File: config.mk
export PLATFORM = sky130hd
export DESIGN_NAME = cpg_ctrl
export DESIGN_NICKNAME = d
export VERILOG_FILES = /design/src/verilog/cpg_pkg.sv /design/src/verilog/cpg_div_if.sv /design/src/verilog/cpg_ctrl.sv /design/src/verilog/cpg_divider.sv
export SDC_FILE = /design/constraint.sdc
export NUM_CORES = 1
export LEC_CHECK = 0
export BUFFER_PORTS_ARGS = -buffer_cell sky130_fd_sc_hd__buf_4
export CAP_MARGIN = 20
export CORE_MARGIN = 5
export CORE_UTILIZATION = 40
export DETAILED_ROUTE_END_ITERATION = 10
export SYNTH_ARGS = -nofsm -noshare
export SYNTH_HDL_FRONTEND = slang
export SYNTH_SLANG_ARGS = --single-unit
File: constraint.sdc
create_clock -name clk_i -period 1.7 [get_ports clk_i]
set_input_delay 0.34 -clock clk_i [delete_from_list [all_inputs] [get_ports clk_i]]
set_output_delay 0.34 -clock clk_i [all_outputs]
set_load 0.005 [all_outputs]
File: src/verilog/cpg_pkg.sv
// package: register map, field layout and constants of the clock generator control
package cpg_pkg;
  // ************************************************
  // register offsets (byte addresses)
  // ************************************************
  localparam logic [3:0]  FRQ_OFF      = 4'h0;
  localparam logic [3:0]  PHY_OFF      = 4'h4;
  localparam logic [3:0]  STB_OFF      = 4'h8;
  localparam logic [3:0]  STAT_OFF     = 4'hc;
  // ************************************************
  // frequency control fields
  // ************************************************
  localparam int          FRQ_OE_BIT   = 12;
  localparam int          FRQ_MUL_LO   = 8;
  localparam int          FRQ_MUL_HI   = 10;
  localparam logic [15:0] FRQ_RESET    = 16'h1003;
  localparam logic [15:0] FRQ_WMASK    = 16'h1707;
  localparam logic [2:0]  MUL_X1       = 3'h0;
  localparam logic [2:0]  MUL_X2       = 3'h1;
  localparam logic [2:0]  DIV_1        = 3'h0;
  localparam logic [2:0]  DIV_2        = 3'h1;
  localparam logic [2:0]  DIV_4        = 3'h3;
  // ************************************************
  // phy clock control
  // ************************************************
  localparam logic [7:0]  PHY_KEY      = 8'h5a;
  localparam logic [7:0]  PHY_RESET    = 8'h43;
  localparam logic [7:0]  PHY_WMASK    = 8'hc7;
  // ************************************************
  // standby control fields
  // ************************************************
  localparam int          STB_SLEEP    = 0;
  localparam int          STB_STBY     = 1;
  localparam int          STB_MODE_CHANGE_ENABLE    = 2;
  localparam int          STB_MSTP_LO  = 8;
  localparam int          MSTP_W       = 8;
  // ************************************************
  // modes and timing
  // ************************************************
  localparam logic [2:0]  MODE_1       = 3'h1;
  localparam logic [2:0]  MODE_2       = 3'h2;
  localparam logic [2:0]  MODE_5       = 3'h5;
  localparam logic [2:0]  MODE_6       = 3'h6;
  localparam int          LOWHOLD_PCYC = 2;
  localparam int          CNT_W        = 4;

  typedef enum logic [1:0] {ST_RUN, ST_ENTRY, ST_STBY} cpg_pwr_t;

  // ratio code to half-period count minus one (tick divider of 1,2,4)
  function automatic logic [1:0] cpg_div_code(input logic [2:0] code);
    case (code)
      DIV_2:   cpg_div_code = 2'h1;
      DIV_4:   cpg_div_code = 2'h3;
      default: cpg_div_code = 2'h0;
    endcase
  endfunction : cpg_div_code
endpackage : cpg_pkg

File: src/verilog/cpg_div_if.sv
// interface: divider control and clock-enable output between modules
`timescale 1ns/1ps
interface cpg_div_if;
  logic [1:0] ratio;
  logic       run;
  logic       tick;
  logic       level;
  modport ctrl (output ratio, output run, input tick, input level);
  modport div  (input ratio, input run, output tick, output level);
endinterface : cpg_div_if

File: src/verilog/cpg_ctrl.sv
// module: clock generator control with wishbone registers
`timescale 1ns/1ps
// Function
// - mode pins sampled only at reset or standby-change
// - mode 1: external input, times four
// - mode 2: crystal source, times four
// - mode 5: external input, times two
// - mode 6: crystal source, times two
// - first stage passes or doubles
// - core clock rising edge aligned with bus pin
// - core clock equals first stage output
// - bus clock equals bus pin rate
// - peripheral clock divides first stage by 1/2/4
// - phy clock divides first stage independently
// - frequency register word access only
// - frequency register reset only by external reset
// - top three bits read zero
// - control holds or runs bus pin in standby
// - core clock gated in sleep; clocks gated in standby, module stop
// - bit 12 low-hold; entry forces two peripheral cycles
// - bits 10:8 select first stage multiplier
// - bits 2:0 peripheral divide, reset 011
// - phy register writes need key 5a
module cpg_ctrl
  import cpg_pkg::*;
(
  input  wire logic              clk_i,
  input  wire logic              rst_i,
  input  wire logic              wdt_reset_i,
  input  wire logic              ext_clk_en_i,
  input  wire logic              clock_mode_pin_0_i,
  input  wire logic              clock_mode_pin_1_i,
  input  wire logic              clock_mode_pin_2_i,
  input  wire logic              wake_i,
  input  wire logic [3:0]        wb_adr_i,
  input  wire logic [31:0]       wb_dat_i,
  input  wire logic [3:0]        wb_sel_i,
  input  wire logic              wb_we_i,
  input  wire logic              wb_cyc_i,
  input  wire logic              wb_stb_i,
  output logic      [31:0]       wb_dat_o,
  output logic                   wb_ack_o,
  output logic                   wb_err_o,
  output logic                   osc_enable_o,
  output logic                   src_is_crystal_o,
  output logic      [2:0]        pll2_mult_o,
  output logic                   core_clk_en_o,
  output logic                   periph_clk_en_o,
  output logic                   bus_clock_pin_o,
  output logic                   phy_clock_out_o,
  output logic      [MSTP_W-1:0] module_clk_en_o
);
  logic [15:0]       frq_q, frq_d;
  logic [7:0]        phy_q, phy_d;
  logic [15:0]       stb_q, stb_d;
  logic [2:0]        mode_q, mode_d;
  logic              bad_q, bad_d;
  logic              err_q, err_d;
  logic [31:0]       rd_q, rd_d;
  logic              ack_q, ack_d;
  cpg_pwr_t          pwr_q, pwr_d;
  logic [CNT_W-1:0]  hold_q, hold_d;
  logic              ph_q, ph_d;
  logic              bus_q, bus_d;
  logic              core_q, core_d;
  logic              wr, acc, word_ok;
  logic              boot_q, boot_d;
  logic [2:0]        pins;
  cpg_div_if         pdiv ();
  cpg_div_if         mdiv ();

  assign pins = {clock_mode_pin_2_i, clock_mode_pin_1_i, clock_mode_pin_0_i};
  assign acc  = wb_cyc_i && wb_stb_i && !ack_q;
  assign wr   = acc && wb_we_i;
  assign word_ok = (wb_sel_i == 4'h3);

  // ************************************************
  // dividers for peripheral and phy clocks
  // ************************************************
  assign pdiv.ratio = cpg_div_code(frq_q[2:0]);
  assign pdiv.run   = (pwr_q != ST_STBY);
  assign mdiv.ratio = cpg_div_code(phy_q[2:0]);
  assign mdiv.run   = (pwr_q != ST_STBY);

  cpg_divider u_pdiv (
    .clk_i    (clk_i),
    .rst_i    (rst_i),
    .src_en_i (ext_clk_en_i),
    .d        (pdiv.div)
  );
  cpg_divider u_mdiv (
    .clk_i    (clk_i),
    .rst_i    (rst_i),
    .src_en_i (ext_clk_en_i),
    .d        (mdiv.div)
  );

  // ************************************************
  // register bus and mode latch
  // ************************************************
  always_comb begin
    frq_d  = frq_q;
    phy_d  = phy_q;
    stb_d  = stb_q;
    mode_d = mode_q;
    bad_d  = bad_q;
    err_d  = 1'b0;
    ack_d  = 1'b0;
    rd_d   = rd_q;
    if (wdt_reset_i) begin
      phy_d = PHY_RESET;
      stb_d = 16'h0000;
    end
    if (!boot_q) begin
      mode_d = pins;
      bad_d  = !(pins inside {MODE_1, MODE_2, MODE_5, MODE_6});
    end
    if (pwr_q == ST_RUN && pwr_d == ST_ENTRY && stb_q[STB_MODE_CHANGE_ENABLE]) begin
      mode_d = pins;
      bad_d  = !(pins inside {MODE_1, MODE_2, MODE_5, MODE_6});
    end
    if (acc) begin
      ack_d = 1'b1;
      rd_d  = 32'h0000_0000;
      case (wb_adr_i)
        FRQ_OFF: begin
          if (!word_ok) begin
            ack_d = 1'b0;
            err_d = 1'b1;
          end else if (wr) begin
            frq_d = wb_dat_i[15:0] & FRQ_WMASK;
          end else begin
            rd_d = {16'h0000, frq_q & FRQ_WMASK};
          end
        end
        PHY_OFF: begin
          if (wr && word_ok && wb_dat_i[15:8] == PHY_KEY) begin
            phy_d = wb_dat_i[7:0] & PHY_WMASK;
          end
          rd_d = {24'h000000, phy_q};
        end
        STB_OFF: begin
          if (wr) begin
            stb_d = wb_dat_i[15:0];
          end
          rd_d = {16'h0000, stb_q};
        end
        STAT_OFF: rd_d = {24'h000000, bad_q, 1'b0, pwr_q, 1'b0, mode_q};
        default: begin
          ack_d = 1'b0;
          err_d = 1'b1;
        end
      endcase
    end
    if (pwr_q == ST_STBY && wake_i) begin
      stb_d[STB_STBY] = 1'b0;
    end
  end

  always_ff @(posedge clk_i) begin
    if (rst_i) begin
      frq_q  <= FRQ_RESET;
      phy_q  <= PHY_RESET;
      stb_q  <= 16'h0000;
      mode_q <= 3'h0;
      bad_q  <= 1'b0;
      err_q  <= 1'b0;
      ack_q  <= 1'b0;
      rd_q   <= 32'h0000_0000;
    end else begin
      frq_q  <= frq_d;
      phy_q  <= phy_d;
      stb_q  <= stb_d;
      mode_q <= mode_d;
      bad_q  <= bad_d;
      err_q  <= err_d;
      ack_q  <= ack_d;
      rd_q   <= rd_d;
    end
  end

  // power-on strap capture right after release
  always_comb begin
    boot_d = 1'b1;
  end
  always_ff @(posedge clk_i) begin
    if (rst_i) begin
      boot_q <= 1'b0;
    end else begin
      boot_q <= boot_d;
    end
  end

  // ************************************************
  // power state: run, standby entry, standby
  // ************************************************
  always_comb begin
    pwr_d  = pwr_q;
    hold_d = hold_q;
    case (pwr_q)
      ST_RUN: begin
        if (stb_q[STB_STBY]) begin
          pwr_d  = ST_ENTRY;
          hold_d = '0;
        end
      end
      ST_ENTRY: begin
        if (pdiv.tick) begin
          hold_d = hold_q + CNT_W'(1);
        end
        if (hold_q == CNT_W'(LOWHOLD_PCYC)) begin
          pwr_d = ST_STBY;
        end
      end
      ST_STBY: begin
        if (wake_i) begin
          pwr_d = ST_RUN;
        end
      end
      default: pwr_d = ST_RUN;
    endcase
  end

  always_ff @(posedge clk_i) begin
    if (rst_i) begin
      pwr_q  <= ST_RUN;
      hold_q <= '0;
    end else begin
      pwr_q  <= pwr_d;
      hold_q <= hold_d;
    end
  end

  // ************************************************
  // derived clocks, pll control outputs
  // ************************************************
  always_comb begin
    ph_d   = ext_clk_en_i ? ~ph_q : ph_q;
    core_d = ph_d;
    bus_d  = ph_d;
    if (frq_q[FRQ_MUL_HI:FRQ_MUL_LO] == MUL_X2) begin
      bus_d = (core_d && !core_q) ? ~bus_q : bus_q;
    end
    if (pwr_q == ST_ENTRY) begin
      bus_d = 1'b0;
    end else if (pwr_q == ST_STBY) begin
      bus_d = frq_q[FRQ_OE_BIT] ? ext_clk_en_i : 1'b0;
    end
  end

  always_ff @(posedge clk_i) begin
    if (rst_i) begin
      ph_q   <= 1'b0;
      core_q <= 1'b0;
      bus_q  <= 1'b0;
    end else begin
      ph_q   <= ph_d;
      core_q <= core_d;
      bus_q  <= bus_d;
    end
  end

  always_ff @(posedge clk_i) begin
    if (rst_i) begin
      osc_enable_o     <= 1'b0;
      src_is_crystal_o <= 1'b0;
      pll2_mult_o      <= 3'h4;
      core_clk_en_o    <= 1'b0;
      periph_clk_en_o  <= 1'b0;
      bus_clock_pin_o  <= 1'b0;
      phy_clock_out_o  <= 1'b0;
      module_clk_en_o  <= '0;
    end else begin
      osc_enable_o     <= (boot_q ? (mode_q[1] && !mode_q[0]) : (pins[1] && !pins[0]))
                          && pwr_q != ST_STBY;
      src_is_crystal_o <= boot_q ? (mode_q[1] && !mode_q[0]) : (pins[1] && !pins[0]);
      pll2_mult_o      <= (boot_q ? mode_q[2] : pins[2]) ? 3'h2 : 3'h4;
      core_clk_en_o    <= core_d && pwr_q == ST_RUN && !stb_q[STB_SLEEP];
      periph_clk_en_o  <= pdiv.level && pwr_q == ST_RUN;
      bus_clock_pin_o  <= bus_d;
      phy_clock_out_o  <= mdiv.level;
      module_clk_en_o  <= (pwr_q == ST_RUN) ? ~stb_q[STB_MSTP_LO +: MSTP_W] : '0;
    end
  end

  always_comb begin
    wb_dat_o = rd_q;
    wb_ack_o = ack_q;
    wb_err_o = err_q;
  end
endmodule : cpg_ctrl

File: src/verilog/cpg_divider.sv
// module: glitch-free clock divider producing a level and a tick per output period
`timescale 1ns/1ps
module cpg_divider
  import cpg_pkg::*;
(
  input  wire logic clk_i,
  input  wire logic rst_i,
  input  wire logic src_en_i,
  cpg_div_if.div    d
);
  logic [1:0] cnt_q, cnt_d;
  logic [1:0] ratio_q, ratio_d;
  logic       lvl_q, lvl_d;
  logic       tick_q, tick_d;

  // ************************************************
  // ratio applied at a period boundary or while stopped
  // ************************************************
  always_comb begin
    cnt_d   = cnt_q;
    ratio_d = ratio_q;
    lvl_d   = lvl_q;
    tick_d  = 1'b0;
    if (!d.run) begin
      cnt_d   = 2'h0;
      lvl_d   = 1'b0;
      ratio_d = d.ratio;
    end else if (src_en_i) begin
      if (cnt_q == ratio_q) begin
        cnt_d = 2'h0;
        lvl_d = ~lvl_q;
        if (lvl_q) begin
          tick_d  = 1'b1;
          ratio_d = d.ratio;
        end
      end else begin
        cnt_d = cnt_q + 2'h1;
      end
    end
  end

  always_ff @(posedge clk_i) begin
    if (rst_i) begin
      cnt_q   <= 2'h0;
      ratio_q <= 2'h0;
      lvl_q   <= 1'b0;
      tick_q  <= 1'b0;
    end else begin
      cnt_q   <= cnt_d;
      ratio_q <= ratio_d;
      lvl_q   <= lvl_d;
      tick_q  <= tick_d;
    end
  end

  assign d.tick  = tick_q;
  assign d.level = lvl_q;
endmodule : cpg_divider

==> metrics.csv, run 1 <==
stage,metric,value,unit
worst_setup_path,r2r_slack,0.17,ns
worst_setup_path,worstPathCellList,and4b_1 > nand2_1 > or4b_1 > o21ai_0,
outcome,outcome,finished clean,
cts,cts_buffer_depth,2,
sta,clock.fmax,0.652,GHz
power_and_ir_drop,power,4.01,mW
synthesis,synthesis.area,3650,um^2
floorplan,start_util,41.4,%
worst_setup_path,cp.required,1.98,ns
cts,numClockSinks,88,
worst_setup_path,critPathMaxFanout,5,
sta,finalClockSkew,0.00454,ns
worst_setup_path,worstRegToRegCells,4,
worst_setup_path,critPathArrivalTime,1.81,ns
drt,topRoutingLayerUsed,met4,
place,postPlaceCellArea,4340,um^2
power_and_ir_drop,p_leak,1.95,nW
layout,design_area,4510,um^2
global_routing,grt-ovfl-total,0,
place,place.gp.congestion,0.807,
floorplan,die_y,105,um
synthesis,yosys-top-cells-area,"dfxtp_1, nor2_1, mux2i_1",
worst_setup_path,critPathCaptureType,register,
floorplan,rows,34,
drt,drt_iter0_drc,175,
worst_setup_path,crit_family,simple AND/OR/NAND/NOR gates,
worst_setup_path,worst-path-buf-inv,0,
global_routing,grt_pass1_wl,15100,um
layout,fin_cells,580,
floorplan,core,8810,um^2
cts,cts.reportedPaths.clkPinSlew,0.08,ns
synthesis,ys_warn_count,0,
floorplan,dieArea,11100,um^2
layout,final_cell_mix,"buf_4, dfxtp_1, nor2_1, nand2_1, a21oi_1",
synthesis,synthDistinctLibCells,52,
global_routing,grt_max_degree,19,
sta,timing_worst_slew_pin_value,0.578,ns
layout,nFillCells,839,
worst_setup_path,reg2reg_to,phy_q[2]$_SDFF_PP0_,
drt,wl_met3,497,um
run,drv_cap,0,
sta,rsz0062_at_grt,false,
synthesis,synth_top_cell_by_area,dfxtp_1,
cts,postCtsSetupBuffers,0,
worst_setup_path,timing.rr.start,wb_ack_o$_SDFF_PP0_,
worst_setup_path,slowest_stage,or4b_1,
cts,insertion_delay,0.34,ns
sta,min_period,1.53,ns
sta,fin_setup_tns,0,ns
sta,setup_viol,0,
drt,wl,9190,um
sta,slew_violations,0,
layout,nets,524,
global_routing,grt_pass1_vias,3049,
layout,layout_commonest_cell,buf_4,
layout,synthToLayoutAreaGrowth,23.6,%
synthesis,netlist_instances,383,
cts,cts_tree,yes,
place,port_buffers,68,
synthesis,yosysSeqAreaShare,48.3,%
layout,seq_area,1760,um^2
cts,cts_buffers,9,
drt,drc,0,
place,dp.cells,566,
cts,cts_resized,0,
layout,drive_gt1_share,25.2,%
cts,htreeDepth,3,
drt,ant_nets,0,
hold_path,hold_path_class,primary input to register,
hold_path,holdPathEnd,stb_q[1]$_SDFF_PP0_,
hold_path,hp-start,wake_i,
synthesis,async_flop_share,0,%
synthesis,synth-edff-count,0,
global_routing,grt.total_usage,16.9,%
place,hpwl,6920,um
floorplan,die_x,105,um
power_and_ir_drop,vdd.ir_drop.worst,0.000547,V
drt,wl_met2,4140,um
worst_setup_path,setup.worst_path.start_class,register,
drt,wl_per_cell,15.8,um
synthesis,syn_avg_cell_area,9.52,um^2
global_routing,antenna_found_initial,0,
sta,post-route-period-util,90.2,%
sta,max_slew_margin,61.5,%
synthesis,ys_ff_latch,88,
worst_setup_path,slowest_delay,0.50,ns
cts,cts_root_buffer,clkbuf_8,
floorplan,ios,102,
drt,dr.pass1.iters,5,
drt,viasPerCell,5.20,
layout,n_antenna_cell,0,
power_and_ir_drop,power_density,889,nW/um^2
synthesis,synth_top_area_share,48.3,%
cts,ctsHoldBuffers,0,
layout,multi_input_area,1700,um^2
hold_path,holdPathStages,2,
layout,fin_util,51.2,%
sta,finalHoldViolCount,0,
synthesis,synth_ff_type,dfxtp_1,
worst_setup_path,path_class,register to register,
drt,met1_length,4360,um
drt,vias,3014,
through the flow:
stage,hold WS [ns],worst slack [ns]
after floorplan,0.406,0.198
after global placement,0.412,-0.0231
after detailed placement,0.417,-0.0146
after CTS,0.184,0.173
after global routing,0.206,0.0714
final,0.201,0.166
cell families after synthesis:
kind of cell    after synthesis  synth area share (%)
compound gates               62                  12.4
other cells                   1                 0.103
buf+inv                      46                  6.72
simple gates                145                  21.2
xor+xnor                     13                  3.12
mux                          24                  6.79
fa+ha+maj                     4                  1.37
flops                        88                  48.3
worst max path at each step:
stage,start,endpoint,slack (ns),depth (start not counted)
final,wb_ack_o$_SDFF_PP0_,phy_q[2]$_SDFF_PP0_,0.17,4
after detailed placement,wb_adr_i[1],stb_q[3]$_SDFF_PP0_,-0.01,6
after global placement,wb_adr_i[1],stb_q[3]$_SDFF_PP0_,-0.02,6
after floorplan,wb_adr_i[3],phy_q[1]$_SDFF_PP1_,0.20,5
after global routing,wb_ack_o$_SDFF_PP0_,wb_dat_o[2]$_SDFFE_PP0N_,0.07,6
after CTS,wb_ack_o$_SDFF_PP0_,phy_q[2]$_SDFF_PP0_,0.17,4
sequential cells by signal, summed over array words and instances (netlist names), 2 cells and up:
| name | cells |
|---|---|
| stb_q | 16 |
| wb_dat_o | 16 |
| module_clk_en_o | 8 |
| phy_q | 8 |
| frq_q | 7 |
| hold_q | 4 |
| mode_q | 3 |
| pll2_mult_o | 2 |
| pwr_q | 2 |
| u_mdiv.cnt_q | 2 |
| u_mdiv.ratio_q | 2 |
| u_pdiv.cnt_q | 2 |
| u_pdiv.ratio_q | 2 |
cell type report:
cell class	count	area share, %
clock buffer	13	3.08
clock inverter	1	0.666
inverter	12	0.999
multi-input combinational	265	37.7
sequential	88	39.1
tap	108	3.00
timing repair buffer	93	15.5
cells in the mapped netlist, drive strengths merged (2+ instances only):
| cell type | instances |
|---|---|
| nand3b | 2 |
| a221oi | 3 |
| xor2 | 5 |
| nor4 | 3 |
| nand2 | 23 |
| inv | 11 |
| clkbuf | 11 |
| nor2b | 5 |
| nor3b | 8 |
| a21oi | 21 |
| ha | 4 |
| and2 | 3 |
| buf | 23 |
| xnor2 | 8 |
| mux2i | 18 |
| or3 | 2 |
| nor2 | 58 |
| or2 | 3 |
| nand3 | 8 |
| o21ai | 2 |
| nor4bb | 3 |
| mux2 | 6 |
| a222oi | 7 |
| and3 | 4 |
| a41o | 3 |
| nand2b | 3 |
| dfxtp | 88 |
| nor4b | 2 |
| a22o | 9 |
| nor3 | 14 |
| a22oi | 7 |
| a211oi | 4 |
power by group:
group | total (mW) | leakage, nW | internal (mW) | switching (mW)
combinational | 0.468 | 1.15 | 0.239 | 0.230
sequential | 2.20 | 0.717 | 2.14 | 0.0523
clock | 1.34 | 0.0836 | 0.668 | 0.674
total | 4.01 | 1.95 | 3.05 | 0.956
routing by layer:
| layer | vias to the layer above | track usage, % |
|---|---|---|
| li1 | 1479 | - |
| met1 | 1414 | 23.1 |
| met2 | 105 | 26.1 |
| met3 | 16 | 2.87 |
| met4 | 0 | 7.31 |
| met5 | - | 0 |
Note: power is estimated with default switching activity, not from simulation.
==> run 2: changes to the inputs <==
==> constraint.sdc (replaced) <==
create_clock -name clk_i -period 1.7 [get_ports clk_i]
set_input_delay 0 -clock clk_i [delete_from_list [all_inputs] [get_ports clk_i]]
set_output_delay 0 -clock clk_i [all_outputs]
set_load 0.005 [all_outputs]
==> run 2 against run 1 <==
Total power grew 4.3%. Largest cell class unchanged. Sequential cell count unchanged. Die area did not move. Worst hold slack worse by 0.16 ns. Maximum frequency down 2.6%. Clock power grew 10%. Final cell count is 2.9% higher. Clock-buffer cell count fell by 2. Combinational power up 6.8%. Critical path depth increased by 2.
==> metrics.csv, run 2 (synthesis gave the netlist of run 1 again) <==
stage,metric,value,unit,change
sta,finalHoldViolCount,0,,unchanged
floorplan,ios,102,,unchanged
drt,ant_nets,0,,unchanged
floorplan,die_y,105,um,unchanged
sta,min_period,1.57,ns,+0.0408 ns
floorplan,rows,34,,unchanged
layout,n_antenna_cell,0,,unchanged
worst_setup_path,path_class,primary input to register,,
cts,cts_tree,yes,,
sta,timing_worst_slew_pin_value,0.544,ns,-0.0338 ns
cts,cts.reportedPaths.clkPinSlew,0.09,ns,about the same
cts,numClockSinks,88,,unchanged
cts,cts_resized,0,,unchanged
place,port_buffers,68,,unchanged
cts,htreeDepth,3,,unchanged
layout,drive_gt1_share,23.9,%,-1.3 points
drt,vias,3013,,-0.033%
worst_setup_path,setup.worst_path.start_class,primary input,,
sta,fin_setup_tns,0,ns,unchanged
global_routing,grt_max_degree,25,,+6
drt,wl,9400,um,+2.2%
layout,nets,539,,+2.9%
drt,drc,0,,unchanged
worst_setup_path,cp.required,1.95,ns,-0.03 ns
sta,finalClockSkew,0.0101,ns,+0.00554 ns
floorplan,core,8810,um^2,unchanged
hold_path,hold_path_class,primary input to register,,
floorplan,die_x,105,um,unchanged
layout,synthToLayoutAreaGrowth,29.3,%,
drt,wl_per_cell,15.7,um,-0.67%
sta,setup_viol,0,,unchanged
floorplan,dieArea,11100,um^2,unchanged
cts,insertion_delay,0.35,ns,about the same
global_routing,grt_pass1_vias,2954,,-3.1%
place,hpwl,6850,um,-0.96%
drt,viasPerCell,5.05,,-2.9%
worst_setup_path,critPathArrivalTime,1.82,ns,about the same
global_routing,grt-ovfl-total,0,,unchanged
sta,rsz0062_at_grt,false,,
cts,postCtsSetupBuffers,0,,unchanged
global_routing,antenna_found_initial,0,,unchanged
sta,post-route-period-util,92.6,%,+2.4 points
drt,drt_iter0_drc,134,,-23%
power_and_ir_drop,p_leak,2.02,nW,+3.7%
run,drv_cap,0,,unchanged
sta,slew_violations,0,,unchanged
sta,clock.fmax,0.635,GHz,-2.6%
cts,cts_buffer_depth,2,,unchanged
sta,timing.final.ws_setup,0.125,ns,-0.0408 ns
global_routing,grt_pass1_wl,15500,um,+2.6%
layout,layout_commonest_cell,dfxtp_1,,
outcome,outcome,finished clean,,
global_routing,grt.total_usage,17.3,%,+0.41 points
drt,dr.pass1.iters,5,,unchanged
sta,max_slew_margin,63.7,%,+2.2 points
power_and_ir_drop,power_density,886,nW/um^2,-0.28%
worst_setup_path,critPathCaptureType,register,,
cts,cts_root_buffer,clkbuf_8,,
place,place_ws,0.223,ns,+0.238 ns
floorplan,start_util,41.4,%,unchanged
power_and_ir_drop,vdd.ir_drop.worst,0.000467,V,-15%
worst_setup_path,critPathMaxFanout,4,,-1
layout,final_cell_mix,"dfxtp_1, buf_4, nor2_1, nand2_1, dlygate4sd3_1",,
cts,ctsHoldBuffers,23,,+23
cts,cts_buffers,9,,unchanged
place,place.gp.congestion,0.802,,-0.59%
## run 2: final timing paths
kind | startpoint | to | slack [ns] | cells past startpoint
worst min register to register | phy_q[4]$_SDFF_PP0_ | phy_q[4]$_SDFF_PP0_ | 0.43 | 2
worst max-delay path | wb_dat_i[8] | phy_q[1]$_SDFF_PP1_ | 0.13 | 6
worst max register to register | wb_ack_o$_SDFF_PP0_ | phy_q[2]$_SDFF_PP0_ | 0.17 | 4
worst min-delay path | wb_adr_i[0] | wb_ack_o$_SDFF_PP0_ | 0.04 | 3
## run 2: area by class of cell
cell class	instances	area (um^2)
clock inverter	5	55.1
sequential	88	1760
clock buffer	11	151
fill	824	4090
inverter	12	45.0
multi-input combinational	265	1700
timing repair buffer	108	868
tap	108	135
## run 2: per-stage QoR
| stage | cells | hold slack [ns] | cell area, um^2 | util, % | total power, mW |
|---|---|---|---|---|---|
| 6_report | 597 | 0.0424 | 4720 | 53.6 | 4.18 |
| 5_1_grt | 597 | 0.0525 | 4720 | 53.6 | 4.39 |
| 4_1_cts | 597 | 0.0259 | 4720 | 53.6 | 4.22 |
| 3_5_place_dp | 558 | 0.221 | 4280 | 48.6 | 2.71 |
| 3_3_place_gp | 558 | 0.214 | 4280 | 48.6 | 2.70 |
| 2_1_floorplan | 399 | 0.106 | 3710 | - | 2.52 |
## run 2: metal layers
layer	vias up	GRT usage, %	routed length (um)
met5	-	0	0
met4	0	6.75	109
met3	8	3.06	475
met2	82	27.6	4390
met1	1412	23.3	4420
li1	1511	-	-
## run 2: critical path: stages
cell           delay (ns)
dlygate4sd3_1        0.53
buf_4                0.15
nor4bb_1             0.37
nand3_2              0.17
or3_1                0.41
o22a_1               0.20
## run 2: report_power, final
part / switching, mW / internal, mW / total [mW]
clock: 0.727 / 0.755 / 1.48
sequential: 0.0537 / 2.14 / 2.20
combinational: 0.238 / 0.263 / 0.500
==> run 3: changes to the inputs <==
--- a/config.mk
+++ b/config.mk
@@ -5,11 +5,12 @@
 export SDC_FILE = /design/constraint.sdc
 export NUM_CORES = 1
 export LEC_CHECK = 0
-export BUFFER_PORTS_ARGS = -buffer_cell sky130_fd_sc_hd__buf_4
+export BUFFER_PORTS_ARGS = -buffer_cell sky130_fd_sc_hd__buf_2
 export CAP_MARGIN = 20
 export CORE_MARGIN = 5
 export CORE_UTILIZATION = 40
 export DETAILED_ROUTE_END_ITERATION = 10
+export GPL_TIMING_DRIVEN = 0
 export SYNTH_ARGS = -nofsm -noshare
 export SYNTH_HDL_FRONTEND = slang
 export SYNTH_SLANG_ARGS = --single-unit
==> run 3 against run 2 <==
Core utilization shrank 0.78 points. Combinational power is 0.8% lower. Non-clock buffer count grew 19. Highest routed layer unchanged. Critical endpoint unchanged.
==> metrics.csv, run 3 (synthesis gave the netlist of run 1 again) <==
stage,metric,value,unit,change
worst_setup_path,path_class,primary input to register,,
sta,timing_worst_slew_pin_value,0.657,ns,+0.113 ns
layout,synthToLayoutAreaGrowth,27.4,%,
place,place_ws,-0.269,ns,-0.492 ns
floorplan,die_y,105,um,unchanged
drt,drt_iter0_drc,191,,+43%
sta,post-route-period-util,93.6,%,+0.92 points
worst_setup_path,critPathArrivalTime,1.84,ns,+0.02 ns
layout,nFillCells,837,,+1.6%
worst_setup_path,setup.worst_path.start_class,primary input,,
layout,final_cell_mix,"dfxtp_1, buf_2, nor2_1, nand2_1, dlygate4sd3_1",,
floorplan,ios,102,,unchanged
power_and_ir_drop,power,4.17,mW,-0.19%
floorplan,dieArea,11100,um^2,unchanged
sta,clock.fmax,0.629,GHz,-0.98%
sta,setup_viol,0,,unchanged
layout,drive_gt1_share,25.0,%,+1.1 points
worst_setup_path,slowest_stage,dlygate4sd3_1,,
sta,holdWs,0.0333,ns,-0.00912 ns
floorplan,core,8810,um^2,unchanged
cts,numClockSinks,88,,unchanged
floorplan,rows,34,,unchanged
hold_path,hold_path_class,primary input to register,,
cts,cts_tree,yes,,
power_and_ir_drop,p_leak,2.05,nW,+1.4%
global_routing,grt_pass1_wl,16300,um,+5.4%
sta,min_period,1.59,ns,+0.0156 ns
power_and_ir_drop,vdd.ir_drop.worst,0.000400,V,-14%
cts,cts_buffers,9,,unchanged
worst_setup_path,crit_family,simple AND/OR/NAND/NOR gates,,
place,hpwl,7210,um,+5.2%
power_and_ir_drop,power_density,898,nW/um^2,+1.3%
layout,nets,558,,+3.5%
drt,wl_per_cell,16.1,um,+2.1%
worst_setup_path,critPathMaxFanout,4,,unchanged
layout,fin_cells,616,,+3.2%
sta,finalClockSkew,0.00797,ns,-0.00211 ns
worst_setup_path,cp.required,1.95,ns,about the same
layout,layout_commonest_cell,dfxtp_1,,
layout,seq_area,1760,um^2,unchanged
place,port_buffers,68,,unchanged
global_routing,grt_pass1_vias,3137,,+6.2%
layout,design_area,4650,um^2,-1.5%
run,drv_cap,0,,unchanged
layout,n_antenna_cell,0,,unchanged
drt,dr.pass1.iters,4,,-1
place,dp.cells,575,,+3.0%
sta,fin_setup_tns,0,ns,unchanged
cts,cts.reportedPaths.clkPinSlew,0.08,ns,about the same
global_routing,grt_max_degree,14,,-44%
global_routing,antenna_found_initial,0,,unchanged
floorplan,die_x,105,um,unchanged
cts,htreeDepth,3,,unchanged
worst_setup_path,worst-path-buf-inv,2,,unchanged
cts,cts_buffer_depth,2,,unchanged
drt,wl,9900,um,+5.3%
layout,multi_input_area,1720,um^2,+1.2%
sta,timing.final.ws_setup,0.110,ns,-0.0156 ns
cts,cts_root_buffer,clkbuf_8,,
global_routing,grt-ovfl-total,0,,unchanged
sta,max_slew_margin,56.2,%,-7.4 points
outcome,outcome,finished clean,,
sta,rsz0062_at_grt,false,,
worst_setup_path,worstPathCellList,dlygate4sd3_1 > buf_2 > nor4bb_1 > nand3_2 > or3_1 > o22a_1,,
drt,vias,3103,,+3.0%
worst_setup_path,slowest_delay,0.54,ns,about the same
place,place.gp.congestion,0.804,,+0.22%
sta,finalHoldViolCount,0,,unchanged
sta,slew_violations,0,,unchanged
layout,fin_util,52.8,%,-0.78 points
cts,insertion_delay,0.36,ns,about the same
drt,drc,0,,unchanged
drt,viasPerCell,5.04,,-0.19%
place,postPlaceCellArea,4180,um^2,-2.3%
global_routing,grt.total_usage,18.5,%,+1.2 points
drt,ant_nets,0,,unchanged
worst_setup_path,critPathCaptureType,register,,
floorplan,start_util,41.4,%,unchanged
## run 3: cell count changes in the layout (fill, tap and decap cells not counted), moves of 2 or more
cell | previous run | this run
clkinv_2 | 2 | 0
clkbuf_2 | 0 | 2
buf_4 | 85 | 21
clkbuf_1 | 0 | 12
buf_2 | 0 | 72
## run 3: tightest hold or removal path: cells and delay by family
family                 cells  cell delay [ns]
and+or+nand+nor            2             0.22
buffers and inverters      1             0.12
## run 3: worst paths after layout
| path | startpoint | cells past startpoint | endpoint | slack, ns |
|---|---|---|---|---|
| setup / recovery | wb_dat_i[8] | 6 | phy_q[1]$_SDFF_PP1_ | 0.11 |
| hold / removal | rst_i | 3 | wb_ack_o$_SDFF_PP0_ | 0.03 |
| setup reg to reg | wb_ack_o$_SDFF_PP0_ | 5 | wb_dat_o[2]$_SDFFE_PP0N_ | 0.13 |
| hold reg to reg | phy_q[5]$_SDFF_PP0_ | 2 | phy_q[5]$_SDFF_PP0_ | 0.43 |
## run 3: report_power, final
part	switching, mW	internal [mW]	total, mW	leakage (nW)
Sequential	0.0510	2.14	2.20	0.717
Combinational	0.251	0.245	0.496	1.24
Clock	0.718	0.763	1.48	0.0969
## run 3: final cells by class
| cell class | count | share of cell area (%) |
|---|---|---|
| flip-flops and latches | 88 | 37.9 |
| multi-input cells | 265 | 37.0 |
| repair buffers | 93 | 12.5 |
| plain buffers | 34 | 4.36 |
| clock buffers | 14 | 3.50 |
| well taps | 108 | 2.91 |
| inverters | 12 | 0.969 |
| clock inverters | 2 | 0.808 |
## run 3: timing repair
action | 4_1_cts | 5_1_grt
setup endpoints to repair | 17 | 19
setup buffers | 3 | 0
hold buffers | 22 | 0
gates resized for setup | 1 | 7
endpoints found under the hold margin | 33 | 0
## run 3: layer usage
metal	global-route usage (%)	up-vias	part of all wire [%]
li1	-	1558	-
met1	24.5	1444	46
met2	30.0	91	47
met3	3.06	10	5.7
met4	7.59	0	1.4
met5	0	-	0
